### src/pkg/pscl_pkg.sv
// Constants, types and register map of the passive serial configuration loader.
// Assumes a 10 MHz aclk and an AXI4-Lite master with an 8-bit byte address.
// Functional notes
// (RULE_01) User mode: request, status, load-complete all high
// (RULE_02) Request low abandons user mode, restarts configuration
// (RULE_03) Status held low during power-on delay
// (RULE_04) Load-complete low until configuration finishes
// (RULE_05) Host drives serial clock after configuration
// (RULE_06) Data pin becomes user I/O afterwards
// (RULE_07) Load-complete released only after full bitstream
// (RULE_08) Two falling serial edges start initialization
// (RULE_09) Init-done driven low until initialization ends
// (RULE_10) Load-complete low within 600 ns of request
// (RULE_11) Status low within 600 ns of request
// (RULE_12) Host holds request low at least 2 us
// (RULE_13) Status low pulse lasts 268 to 1506 us
// (RULE_14) Status released within 1506 us of request rising
// (RULE_15) Host waits before first rising serial edge
// (RULE_16) Data sampled on rising serial clock edges
// (RULE_17) Oscillator init: user mode 175-437 us later
// (RULE_18) Start-up clock enabled late, then 8576 cycles
// (RULE_19) Three initialization clock sources, 8576 cycles minimum
// (RULE_20) Host treats status low as error, restarts
`default_nettype none

package pscl_pkg;
  // ****************************************
  // Timing
  // ****************************************
  localparam int CLK_MHZ          = 10;
  localparam int T_CF2ST0_MAX_NS  = 600;
  localparam int CF2ST0_CYC       = T_CF2ST0_MAX_NS * CLK_MHZ / 1000;
  localparam int T_STATUS_MIN_US  = 268;
  localparam int STATUS_MIN_CYC   = T_STATUS_MIN_US * CLK_MHZ;
  localparam int T_CD2UM_MIN_US   = 175;
  localparam int T_CD2UM_MAX_US   = 437;
  localparam int OSC_INIT_CYC     = (T_CD2UM_MIN_US + T_CD2UM_MAX_US) / 2 * CLK_MHZ;
  localparam int T_SCLK_MIN_NS    = 8;
  localparam int CD2CU_CYC        = (4 * T_SCLK_MIN_NS * CLK_MHZ + 999) / 1000;
  localparam int INIT_MIN_CYCLES  = 8576;
  localparam int POR_CYC          = 1000;

  // ****************************************
  // Register map
  // ****************************************
  localparam logic [7:0]  OFS_CTRL     = 8'h00;
  localparam logic [7:0]  OFS_LENGTH   = 8'h04;
  localparam logic [7:0]  OFS_STATUS   = 8'h08;
  localparam logic [7:0]  OFS_COUNT    = 8'h0c;
  localparam logic [7:0]  OFS_DATA     = 8'h10;
  localparam logic [31:0] CTRL_RST     = 32'h00000000;
  localparam logic [31:0] LENGTH_RST   = 32'h00000000;
  localparam int          CTRL_INIT_EN = 0;
  localparam int          CTRL_SRC_LSB = 1;
  localparam int          CTRL_IO_OE   = 4;
  localparam int          CTRL_IO_OUT  = 5;
  localparam logic [1:0]  RESP_OKAY    = 2'h0;
  localparam logic [1:0]  RESP_SLVERR  = 2'h2;

  typedef enum logic [2:0] {ST_POR, ST_RST_PULSE, ST_WAIT_REL, ST_LOAD,
                            ST_WAIT_EDGES, ST_INIT, ST_USER, ST_FAULT} pscl_state_t;
endpackage : pscl_pkg

`default_nettype wire

### src/pkg/pscl_edge_if.sv
// Edge carrier between the edge finder and the loader core.
// Assumes producer and consumer share aclk.
`default_nettype none

interface pscl_edge_if;
  logic level;
  logic rise;
  logic fall;
  modport prod (output level, rise, fall);
  modport cons (input level, rise, fall);
endinterface : pscl_edge_if

`default_nettype wire

### src/core/pscl_sync.sv
// Two-flop synchroniser for a vector of unrelated pin levels.
// Assumes each bit is an independent level.
`default_nettype none

module pscl_sync #(
  parameter int W = 1
) (
  input  wire logic         aclk,    // Clock
  input  wire logic         aresetn, // Sync reset, low
  input  wire logic         ce,      // Clock enable
  input  wire logic [W-1:0] d,       // Async inputs
  output var  logic [W-1:0] q        // Synchronised
);
  logic [W-1:0] meta_reg;

  for (genvar i = 0; i < W; i++) begin : g_bit
    always_ff @(posedge aclk) begin
      if (!aresetn) begin
        meta_reg[i] <= 1'b0;
        q[i]        <= 1'b0;
      end else if (ce) begin
        meta_reg[i] <= d[i];
        q[i]        <= meta_reg[i];
      end
    end
  end
endmodule : pscl_sync

`default_nettype wire

### src/core/pscl_edge.sv
// Edge finder on a synchronised clock level.
// Assumes the level is already synchronised to aclk.
`default_nettype none

module pscl_edge (
  input  wire logic aclk,    // Clock
  input  wire logic aresetn, // Sync reset, low
  input  wire logic ce,      // Clock enable
  input  wire logic level_s, // Synchronised level
  pscl_edge_if.prod edge_o   // Edge pulses
);
  logic prev_reg;

  always_ff @(posedge aclk) begin
    if (!aresetn) begin
      prev_reg <= 1'b0;
    end else if (ce) begin
      prev_reg <= level_s;
    end
  end

  assign edge_o.level = level_s;
  assign edge_o.rise  = ce & level_s & ~prev_reg;
  assign edge_o.fall  = ce & ~level_s & prev_reg;
endmodule : pscl_edge

`default_nettype wire

### src/core/pscl_loader.sv
// Passive serial configuration loader with AXI4-Lite control registers.
// Assumes open-drain status and load-complete lines pulled up outside.
`default_nettype none

module pscl_loader #(
  parameter int unsigned INIT_CYCLES = pscl_pkg::INIT_MIN_CYCLES
) (
  input  wire logic        aclk,                // Clock, 10 MHz
  input  wire logic        aresetn,             // Sync reset, low
  input  wire logic        ce,                  // Clock enable
  input  wire logic [7:0]  s_axi_awaddr,        // Write address
  input  wire logic        s_axi_awvalid,       // Write address valid
  output var  logic        s_axi_awready,       // Write address ready
  input  wire logic [31:0] s_axi_wdata,         // Write data
  input  wire logic [3:0]  s_axi_wstrb,         // Byte strobes
  input  wire logic        s_axi_wvalid,        // Write data valid
  output var  logic        s_axi_wready,        // Write data ready
  output var  logic [1:0]  s_axi_bresp,         // Write response
  output var  logic        s_axi_bvalid,        // Write response valid
  input  wire logic        s_axi_bready,        // Write response ready
  input  wire logic [7:0]  s_axi_araddr,        // Read address
  input  wire logic        s_axi_arvalid,       // Read address valid
  output var  logic        s_axi_arready,       // Read address ready
  output var  logic [31:0] s_axi_rdata,         // Read data
  output var  logic [1:0]  s_axi_rresp,         // Read response
  output var  logic        s_axi_rvalid,        // Read valid
  input  wire logic        s_axi_rready,        // Read ready
  input  wire logic        config_request_n,    // Configuration request pin
  input  wire logic        serial_load_clock,   // Host serial clock
  input  wire logic        serial_load_bit_in,  // Data pin level
  output var  logic        serial_load_bit_out, // Data pin drive value
  output var  logic        serial_load_bit_oe,  // Data pin drive enable
  input  wire logic        status_n_in,         // Status line level
  output var  logic        status_n_out,        // Status drive value
  output var  logic        status_n_oe,         // Status pulled low
  output var  logic        load_complete_out,   // Load-complete drive value
  output var  logic        load_complete_oe,    // Load-complete pulled low
  input  wire logic        user_startup_clock,  // User start-up clock
  output var  logic        init_done_out,       // Init-done drive value
  output var  logic        init_done_oe         // Init-done pulled low
);
  // ****************************************
  // Pin synchronisers and edge finders
  // ****************************************
  logic [4:0]  pins_s;
  logic        req_s;
  logic        data_s;
  logic        stat_s;
  pscl_edge_if sclk_if ();
  pscl_edge_if uclk_if ();

  pscl_sync #(
    .W (5)
  ) u_sync (
    .aclk    (aclk),
    .aresetn (aresetn),
    .ce      (ce),
    .d       ({user_startup_clock, status_n_in, serial_load_bit_in, serial_load_clock, config_request_n}),
    .q       (pins_s)
  );

  assign req_s  = pins_s[0];
  assign data_s = pins_s[2];
  assign stat_s = pins_s[3];

  pscl_edge u_sclk_edge (
    .aclk    (aclk),
    .aresetn (aresetn),
    .ce      (ce),
    .level_s (pins_s[1]),
    .edge_o  (sclk_if)
  );

  pscl_edge u_uclk_edge (
    .aclk    (aclk),
    .aresetn (aresetn),
    .ce      (ce),
    .level_s (pins_s[4]),
    .edge_o  (uclk_if)
  );

  // ****************************************
  // AXI4-Lite slave
  // ****************************************
  logic        aw_held_reg;
  logic        w_held_reg;
  logic [7:0]  awaddr_reg;
  logic [31:0] wdata_reg;
  logic [3:0]  wstrb_reg;
  logic        do_write;
  logic        wr_ctrl;
  logic        wr_length;
  logic        wr_hit;
  logic [31:0] rd_word;
  logic        rd_hit;
  logic [31:0] ctrl_reg;
  logic [31:0] length_reg;

  assign do_write  = aw_held_reg & w_held_reg & ~s_axi_bvalid;
  assign wr_ctrl   = do_write & (awaddr_reg == pscl_pkg::OFS_CTRL);
  assign wr_length = do_write & (awaddr_reg == pscl_pkg::OFS_LENGTH);
  assign wr_hit    = (awaddr_reg == pscl_pkg::OFS_CTRL) | (awaddr_reg == pscl_pkg::OFS_LENGTH) |
                     (awaddr_reg == pscl_pkg::OFS_STATUS) | (awaddr_reg == pscl_pkg::OFS_COUNT) |
                     (awaddr_reg == pscl_pkg::OFS_DATA);

  // Address and data may arrive in either order
  always_ff @(posedge aclk) begin
    if (!aresetn) begin
      aw_held_reg   <= 1'b0;
      w_held_reg    <= 1'b0;
      awaddr_reg    <= 8'h00;
      wdata_reg     <= 32'h00000000;
      wstrb_reg     <= 4'h0;
      s_axi_awready <= 1'b1;
      s_axi_wready  <= 1'b1;
      s_axi_bvalid  <= 1'b0;
      s_axi_bresp   <= pscl_pkg::RESP_OKAY;
    end else if (ce) begin
      if (s_axi_awvalid && s_axi_awready) begin
        aw_held_reg   <= 1'b1;
        awaddr_reg    <= {s_axi_awaddr[7:2], 2'h0};
        s_axi_awready <= 1'b0;
      end
      if (s_axi_wvalid && s_axi_wready) begin
        w_held_reg   <= 1'b1;
        wdata_reg    <= s_axi_wdata;
        wstrb_reg    <= s_axi_wstrb;
        s_axi_wready <= 1'b0;
      end
      if (do_write) begin
        aw_held_reg  <= 1'b0;
        w_held_reg   <= 1'b0;
        s_axi_bvalid <= 1'b1;
        s_axi_bresp  <= wr_hit ? pscl_pkg::RESP_OKAY : pscl_pkg::RESP_SLVERR;
      end
      if (s_axi_bvalid && s_axi_bready) begin
        s_axi_bvalid  <= 1'b0;
        s_axi_awready <= 1'b1;
        s_axi_wready  <= 1'b1;
      end
    end
  end

  // Byte-lane writes of the two writable registers
  for (genvar b = 0; b < 4; b++) begin : g_lane
    always_ff @(posedge aclk) begin
      if (!aresetn) begin
        ctrl_reg[8*b +: 8]   <= pscl_pkg::CTRL_RST[8*b +: 8];
        length_reg[8*b +: 8] <= pscl_pkg::LENGTH_RST[8*b +: 8];
      end else if (ce) begin
        if (wr_ctrl && wstrb_reg[b]) begin
          ctrl_reg[8*b +: 8] <= wdata_reg[8*b +: 8];
        end
        if (wr_length && wstrb_reg[b]) begin
          length_reg[8*b +: 8] <= wdata_reg[8*b +: 8];
        end
      end
    end
  end

  // ****************************************
  // Loader state
  // ****************************************
  pscl_pkg::pscl_state_t state_reg;
  logic [31:0] tmr_reg;
  logic [31:0] icnt_reg;
  logic [31:0] bits_reg;
  logic [31:0] shift_reg;
  logic        edges_reg;
  logic        err_reg;
  logic        uclk_en_reg;
  logic [1:0]  src;

  assign src = ctrl_reg[pscl_pkg::CTRL_SRC_LSB +: 2];

  always_comb begin
    rd_hit  = 1'b1;
    rd_word = 32'h00000000;
    unique case ({s_axi_araddr[7:2], 2'h0})
      pscl_pkg::OFS_CTRL:   rd_word = ctrl_reg;
      pscl_pkg::OFS_LENGTH: rd_word = length_reg;
      pscl_pkg::OFS_STATUS: rd_word = {24'h000000, (state_reg == pscl_pkg::ST_USER), err_reg, data_s,
                                       stat_s, ~load_complete_oe, state_reg};
      pscl_pkg::OFS_COUNT:  rd_word = bits_reg;
      pscl_pkg::OFS_DATA:   rd_word = shift_reg;
      default:              rd_hit  = 1'b0;
    endcase
  end

  always_ff @(posedge aclk) begin
    if (!aresetn) begin
      s_axi_arready <= 1'b1;
      s_axi_rvalid  <= 1'b0;
      s_axi_rdata   <= 32'h00000000;
      s_axi_rresp   <= pscl_pkg::RESP_OKAY;
    end else if (ce) begin
      if (s_axi_arvalid && s_axi_arready) begin
        s_axi_arready <= 1'b0;
        s_axi_rvalid  <= 1'b1;
        s_axi_rdata   <= rd_word;
        s_axi_rresp   <= rd_hit ? pscl_pkg::RESP_OKAY : pscl_pkg::RESP_SLVERR;
      end
      if (s_axi_rvalid && s_axi_rready) begin
        s_axi_rvalid  <= 1'b0;
        s_axi_arready <= 1'b1;
      end
    end
  end

  // ****************************************
  // Configuration sequence
  // ****************************************
  always_ff @(posedge aclk) begin
    if (!aresetn) begin
      state_reg   <= pscl_pkg::ST_POR;
      tmr_reg     <= 32'h00000000;
      icnt_reg    <= 32'h00000000;
      bits_reg    <= 32'h00000000;
      shift_reg   <= 32'h00000000;
      edges_reg   <= 1'b0;
      err_reg     <= 1'b0;
      uclk_en_reg <= 1'b0;
    end else if (ce) begin
      unique case (state_reg)
        pscl_pkg::ST_POR: begin
          tmr_reg <= tmr_reg + 32'h00000001;
          if (tmr_reg >= 32'(pscl_pkg::POR_CYC - 1)) begin                 // [RULE_03]
            tmr_reg   <= 32'h00000000;
            state_reg <= req_s ? pscl_pkg::ST_WAIT_REL : pscl_pkg::ST_RST_PULSE;
          end
        end
        pscl_pkg::ST_RST_PULSE: begin
          if (tmr_reg < 32'(pscl_pkg::STATUS_MIN_CYC)) begin
            tmr_reg <= tmr_reg + 32'h00000001;
          end
          if (req_s && tmr_reg >= 32'(pscl_pkg::STATUS_MIN_CYC - 1)) begin   // [RULE_13] [RULE_14]
            state_reg <= pscl_pkg::ST_WAIT_REL;
          end
        end
        pscl_pkg::ST_WAIT_REL: begin
          if (stat_s) begin                                                 // [RULE_14]
            bits_reg  <= 32'h00000000;
            err_reg   <= 1'b0;
            state_reg <= pscl_pkg::ST_LOAD;
          end
        end
        pscl_pkg::ST_LOAD: begin
          if (!stat_s) begin
            err_reg   <= 1'b1;
            state_reg <= pscl_pkg::ST_FAULT;
          end else if (sclk_if.rise) begin                                  // [RULE_16]
            shift_reg <= {shift_reg[30:0], data_s};
            bits_reg  <= bits_reg + 32'h00000001;
            if (bits_reg + 32'h00000001 == length_reg) begin                // [RULE_07]
              edges_reg <= 1'b0;
              state_reg <= pscl_pkg::ST_WAIT_EDGES;
            end
          end
        end
        pscl_pkg::ST_WAIT_EDGES: begin
          if (sclk_if.fall) begin                                           // [RULE_08]
            edges_reg <= 1'b1;
            if (edges_reg) begin
              tmr_reg   <= 32'h00000000;
              icnt_reg  <= 32'h00000000;
              state_reg <= pscl_pkg::ST_INIT;
            end
          end
        end
        pscl_pkg::ST_INIT: begin
          if (src == 2'h1) begin
            if (!uclk_en_reg) begin
              tmr_reg <= tmr_reg + 32'h00000001;
              if (tmr_reg >= 32'(pscl_pkg::CD2CU_CYC - 1)) begin            // [RULE_18]
                uclk_en_reg <= 1'b1;
              end
            end else if (uclk_if.rise) begin
              icnt_reg <= icnt_reg + 32'h00000001;
              if (icnt_reg >= INIT_CYCLES - 1) begin                        // [RULE_18] [RULE_19]
                uclk_en_reg <= 1'b0;
                state_reg   <= pscl_pkg::ST_USER;
              end
            end
          end else if (src == 2'h2) begin
            if (sclk_if.rise) begin
              icnt_reg <= icnt_reg + 32'h00000001;
              if (icnt_reg >= INIT_CYCLES - 1) begin                        // [RULE_19]
                state_reg <= pscl_pkg::ST_USER;
              end
            end
          end else begin
            tmr_reg <= tmr_reg + 32'h00000001;
            if (tmr_reg >= 32'(pscl_pkg::OSC_INIT_CYC - 1)) begin           // [RULE_17]
              state_reg <= pscl_pkg::ST_USER;
            end
          end
        end
        pscl_pkg::ST_USER: begin
          tmr_reg <= 32'h00000000;
        end
        pscl_pkg::ST_FAULT: begin
          tmr_reg <= 32'h00000000;
        end
      endcase
      if (!req_s && state_reg != pscl_pkg::ST_POR && state_reg != pscl_pkg::ST_RST_PULSE) begin
        tmr_reg     <= 32'h00000000;                                        // [RULE_02]
        uclk_en_reg <= 1'b0;
        state_reg   <= pscl_pkg::ST_RST_PULSE;
      end
    end
  end

  // ****************************************
  // Pin drivers
  // ****************************************
  always_ff @(posedge aclk) begin
    if (!aresetn) begin
      status_n_out      <= 1'b0;
      status_n_oe       <= 1'b1;
      load_complete_out <= 1'b0;
      load_complete_oe  <= 1'b1;
    end else if (ce) begin
      status_n_out      <= 1'b0;
      status_n_oe       <= (state_reg == pscl_pkg::ST_POR) | (state_reg == pscl_pkg::ST_RST_PULSE) |
                           (state_reg == pscl_pkg::ST_FAULT);               // [RULE_03] [RULE_11] [RULE_01]
      load_complete_out <= 1'b0;
      load_complete_oe  <= (state_reg != pscl_pkg::ST_WAIT_EDGES) & (state_reg != pscl_pkg::ST_INIT) &
                           (state_reg != pscl_pkg::ST_USER);                // [RULE_04] [RULE_10] [RULE_01]
    end
  end

  always_ff @(posedge aclk) begin
    if (!aresetn) begin
      serial_load_bit_out <= 1'b0;
      serial_load_bit_oe  <= 1'b0;
      init_done_out       <= 1'b0;
      init_done_oe        <= 1'b0;
    end else if (ce) begin
      serial_load_bit_out <= ctrl_reg[pscl_pkg::CTRL_IO_OUT];
      serial_load_bit_oe  <= (state_reg == pscl_pkg::ST_USER) & ctrl_reg[pscl_pkg::CTRL_IO_OE]; // [RULE_06]
      init_done_out       <= 1'b0;
      init_done_oe        <= ctrl_reg[pscl_pkg::CTRL_INIT_EN] &
                             ((state_reg == pscl_pkg::ST_WAIT_EDGES) | (state_reg == pscl_pkg::ST_INIT)); // [RULE_09]
    end
  end
endmodule : pscl_loader

`default_nettype wire

### config.mk
export PLATFORM = sky130hd
export DESIGN_NAME = pscl_loader
export DESIGN_NICKNAME = d
export VERILOG_FILES = /design/src/pkg/pscl_pkg.sv /design/src/pkg/pscl_edge_if.sv /design/src/core/pscl_sync.sv /design/src/core/pscl_edge.sv /design/src/core/pscl_loader.sv
export SDC_FILE = /design/constraint.sdc
export NUM_CORES = 1
export LEC_CHECK = 0
export BUFFER_PORTS_ARGS = -buffer_cell sky130_fd_sc_hd__buf_2
export CAP_MARGIN = 20
export CORE_MARGIN = 4
export CORE_UTILIZATION = 55
export CTS_CLUSTER_SIZE = 12
export DETAILED_ROUTE_END_ITERATION = 10
export PLACE_DENSITY_LB_ADDON = 0.25
export SETUP_SLACK_MARGIN = 0.5
export SYNTH_ARGS = -nofsm -noshare
export SYNTH_HDL_FRONTEND = slang
export SYNTH_HIERARCHICAL = 1
export SYNTH_SLANG_ARGS = --single-unit
### constraint.sdc
create_clock -name aclk -period 3.3 [get_ports aclk]
set_input_delay 0.33 -clock aclk [delete_from_list [all_inputs] [get_ports aclk]]
set_output_delay 0.33 -clock aclk [all_outputs]
set_load 0.03 [all_outputs]
# Word-level counts from Yosys, hierarchy flattened
# Index checks and enable logic that the tools add are counted.
# word_totals
latch_bits,0
inputBits,65
output_inout_bits,49
romBits,0
ram_bits,0
word_cells,260
mem_count,0
regBits,300
# classes
n_mul,0
n_reduce_logical,62
div,0
n_shift,0
magnitude_cmp,6
bitwise_logic,26
add_sub_neg,3
n_eq_ne,47
mux,70
# op_table
cell,n
32-bit 2-to-1 mux,16
32-bit one-hot mux with 5 select lines,2
32-bit one-hot mux with 2 select lines,2
32-bit by 1-bit adder with 32-bit output (second input constant),3
32-bit by 12-bit greater-or-equal comparator with 1-bit output (second input constant),2
3-bit 2-to-1 mux,16
2-bit AND reduction,18
3-bit inequality test (second input constant),11
32-bit equality test,1
32-bit by 1-bit greater-or-equal comparator with 1-bit output (second input constant),1
32-bit by 10-bit greater-or-equal comparator with 1-bit output (second input constant),1
32-bit by 14-bit greater-or-equal comparator with 1-bit output (second input constant),1
32-bit by 12-bit less-than comparator with 1-bit output (second input constant),1
1-bit 2-to-1 mux,28
6-bit by 2-bit equality test with 1-bit output (second input constant),4
2-bit nonzero test,11
4-bit inequality test (second input constant),5
3-bit one-hot mux with 6 select lines,1
1-bit logical AND,16
1-bit bitwise AND,14
13-bit AND reduction,1
3-bit equality test (second input constant),4
6-bit by 1-bit equality test with 1-bit output (second input constant),2
6-bit by 3-bit equality test with 1-bit output (second input constant),2
other kinds (29),51

# Longest topological paths before layout
# depth
ltp_word,7
mapped_depth,11
ltp_nobuf,10

# Cells and area by module
# The synthesis kept the hierarchy.
# by_module_without_submodules
mod,instances,seq_area_each_um2,cells_each,area_each_um2
pscl_loader,1,5725.5,1776,13704.4
pscl_sync,1,200.2,31,374.1
pscl_edge,2,20.0,7,58.8

# Least setup slack after synthesis
# OpenSTA, ideal clock, no wires.
# synth_path
path_type,flip-flop to flip-flop
start,register bits_reg[0]
end,register edges_reg
stages_incl_launch_ff,9
arrival_ns,2.667
slack_ns,0.505
required_time_ns,3.172
setup_time_ns,0.128
n_path_buf,0
period_less_slack_ns,2.795
cell_sequence,dfxtp_1 ha_1 nand2_1 nor4_2 and3_1 a21oi_1 or4_1 nor4_2 a21oi_1
# synth_via
elab_chain_len,4
# synth_lines
item,line,rtl
from (decl),pscl_loader.sv:167,logic [31:0] bits_reg;
from (signal assigned),pscl_loader.sv:253,bits_reg <= bits_reg + 32'h00000001;
32-bit by 1-bit adder with 32-bit output,pscl_loader.sv:254,if (bits_reg + 32'h00000001 == length_reg) begin
32-bit equality test,pscl_loader.sv:254,
2-bit inequality test (no source line),-,
6-bit AND reduction (no source line),-,
to (signal assigned),pscl_loader.sv:220,edges_reg <= 1'b0;
to (signal assigned),pscl_loader.sv:255,edges_reg <= 1'b0;
to (signal assigned),pscl_loader.sv:262,edges_reg <= 1'b1;
to (decl),pscl_loader.sv:169,logic edges_reg;
# Every way passes these cells.
# A chain may end at the register's enable or synchronous reset.

# Worst setup path in the final report
# layout_path
start,register bits_reg[0]
end,register state_reg[0]
# layout_via
elab_chain_len,4
# layout_lines
item,line,rtl
32-bit by 1-bit adder with 32-bit output,pscl_loader.sv:254,
32-bit equality test,pscl_loader.sv:254,
4-bit inequality test (no source line),-,
13-bit AND reduction (no source line),-,
to (signal assigned),pscl_loader.sv:250,state_reg <= pscl_pkg::ST_FAULT;
to (signal assigned),pscl_loader.sv:256,state_reg <= pscl_pkg::ST_WAIT_EDGES;
to (signal assigned),pscl_loader.sv:266,state_reg <= pscl_pkg::ST_INIT;
to (decl),pscl_loader.sv:164,pscl_pkg::pscl_state_t state_reg;
# Every way passes these cells.

==> metrics.md <==
| Metric | Value |
|---|---|
| First-pass GRT wire length | 63500 um |
| Max transition margin | a little over a quarter |
| Critical Path Source Type | register |
| Pins Over Slew Limit | 0 |
| # DRC | 0 |
| Synthesized area | 14200 um^2 |
| Cell depth of the worst flop-to-flop path | 9 |
| Setup violators final | 0 |
| Post-route core utilization | 65.8% |
| Share of layout cells above drive strength 1 | between 10% and 20% |
| Fmax | approximately 0.36 GHz |
| Syn avg cell area | slightly below 8 um^2 |
| Final WS setup | 536 ps |
| Setup TNS | 0 ps |
| Clock latency on the worst-skew pair | 570 ps |
| Global route total overflow | 0 |
| CTS clk-pin slew, worst paths | 60 ps |
| Overall Power | 7.37 mW |
| Final min period | around 2800 ps |
| Hold depth | 3 |
| Leak pwr | 6.08 nW |
| Wire length per cell | 17.3 um |
| Cell Rows | 58 |
| Clock Tree Root | clkbuf_16 |
| Layout net count | 2002 |
| # diodes | 0 |
| CTS tree | yes |
| Cells after DPL | roughly 2200 |
| Vias per cell | 6.01 |
| Layout area overhead | 17.2% |
| Fin cells | 2283 |
| Maxcap violations | 0 |
| Crit-path max FO | 7 |
| CP required | around 3700 ps |
| FF-to-FF setup slack | 540 ps |
| TritonRoute pass-1 iters | 8 |
| Die X | 169 um |
| Power per Cell Area | 444 nW/um^2 |
| Crit Path Category | register to register |
| Vias in the first global route | 12600 |
| All-layer global routing usage | 26.4% |
| Outcome | completed |
| Clock Sinks | 298 |
| DRT iter0 DRCs | 1462 |
| Initial Util | between 50% and 60% |
| Antenna violations before repair | 0 |
| CTS Buffer Depth | 3 |
| Fin Clk Skew | 6.66 ps |
| RSZ-0062 raised after global routing | yes |
| Number of port buffers | 104 |
| Total wire length | 39400 um |
| WHS | approximately 9.6 ps |
| Dpl hpwl | 26600 um |
| Finished Cell Area | 16600 um^2 |
| Core area | 25300 um^2 |
| Worst-Margin Slew | 1100 ps |
| Vias post-DR | 13700 |
| Die area | 28400 um^2 |
| TritonCTS Buffers | 31 |
| Worst VDD drop | 459 uV |
| Worst slack at placement | 219 ps |
| Cells after Synth | 1818 |
| Die Y | 169 um |
| Ratio of final minimum period to clock period | a little over four fifths |
| Final Hold Viols | 0 |
| Nature of the critical path endpoint | register |
| Yosys warns | 6 |
| Pin count of the biggest net entering global routing | 157 |
| CTS H-Tree Depth | 1 |
| Placer Congestion | 0.938 |
| Worst EP arrival | 3190 ps |
| I/O pin cnt | 114 |
| Area after DPL | approximately 15000 um^2 |
| Number of routed nets with antenna violations | 0 |
| Worst Hold Class | input port to register |
## power by group
group | switching, mW | internal, mW
Combinational | 0.204 | 0.117
Clock | 1.42 | 1.95
Sequential | 0.0489 | 3.64
## cells in the final DEF (no fill, tap or decap), types with 7 or more instances in the layout
cell	n
nand2_1	338
dfxtp_1	281
a21oi_1	241
nor2_1	170
nand3_1	110
buf_2	104
buf_4	68
o21ai_0	46
xor2_1	45
xnor2_1	45
nor3_1	33
a222oi_1	32
clkbuf_16	31
and3_1	30
dlygate4sd3_1	29
nand4_1	28
inv_1	23
mux2i_1	22
nor4_1	20
nor2b_1	14
and2_1	13
clkbuf_1	13
and4_1	12
a211oi_1	12
dfxtp_2	10
nand2b_1	8
a22o_1	8
a31oi_1	8
or4_1	8
or3_1	7
o211ai_1	7
dfxtp_4	7
## routing by layer
metal  GRT usage [%]  wire length (um)  up-vias
met1            38.5             17900     6463
met4            8.08               977        0
met5               0                 0        -
met2            41.0             17700      547
met3            3.64              2890       72
li1                -                 -     6628
## worst max-delay path, stage by stage (launching register included)
cell	delay [ps]
dfxtp_4	390
buf_4	130
nand3_4	100
or3_4	390
or4_4	530
or2_4	280
xnor2_4	150
o211ai_1	160
nor4_4	350
o22ai_1	140
## worst paths after layout
path,start,end
worst max-delay path,bits_reg[0],state_reg[0]
worst min-delay path,user_startup_clock,u_sync/meta_reg[4]
worst max register to register,bits_reg[0],state_reg[0]
worst min register to register,aw_held_reg,aw_held_reg
## repair_timing
| item | in CTS | in global routing |
|---|---|---|
| pin swaps | 7 | 13 |
| buffers inserted | 4 | 14 |
| resized for setup | 21 | 25 |
| hold endpoints to repair | 29 | 0 |
| endpoints found under the setup margin | 9 | 15 |
| hold buffers | 29 | 0 |
## cell type report
type                    instances  area, um^2
fillers                      2174        8640
multi-input cells            1371        7730
flip-flops and latches        298        6000
repair buffers                205        1400
clock buffers                  50         907
well taps                     330         413
inverters                      25        98.8
clock inverters                 4        63.8
No activity file was read; power rests on OpenSTA's default activity.
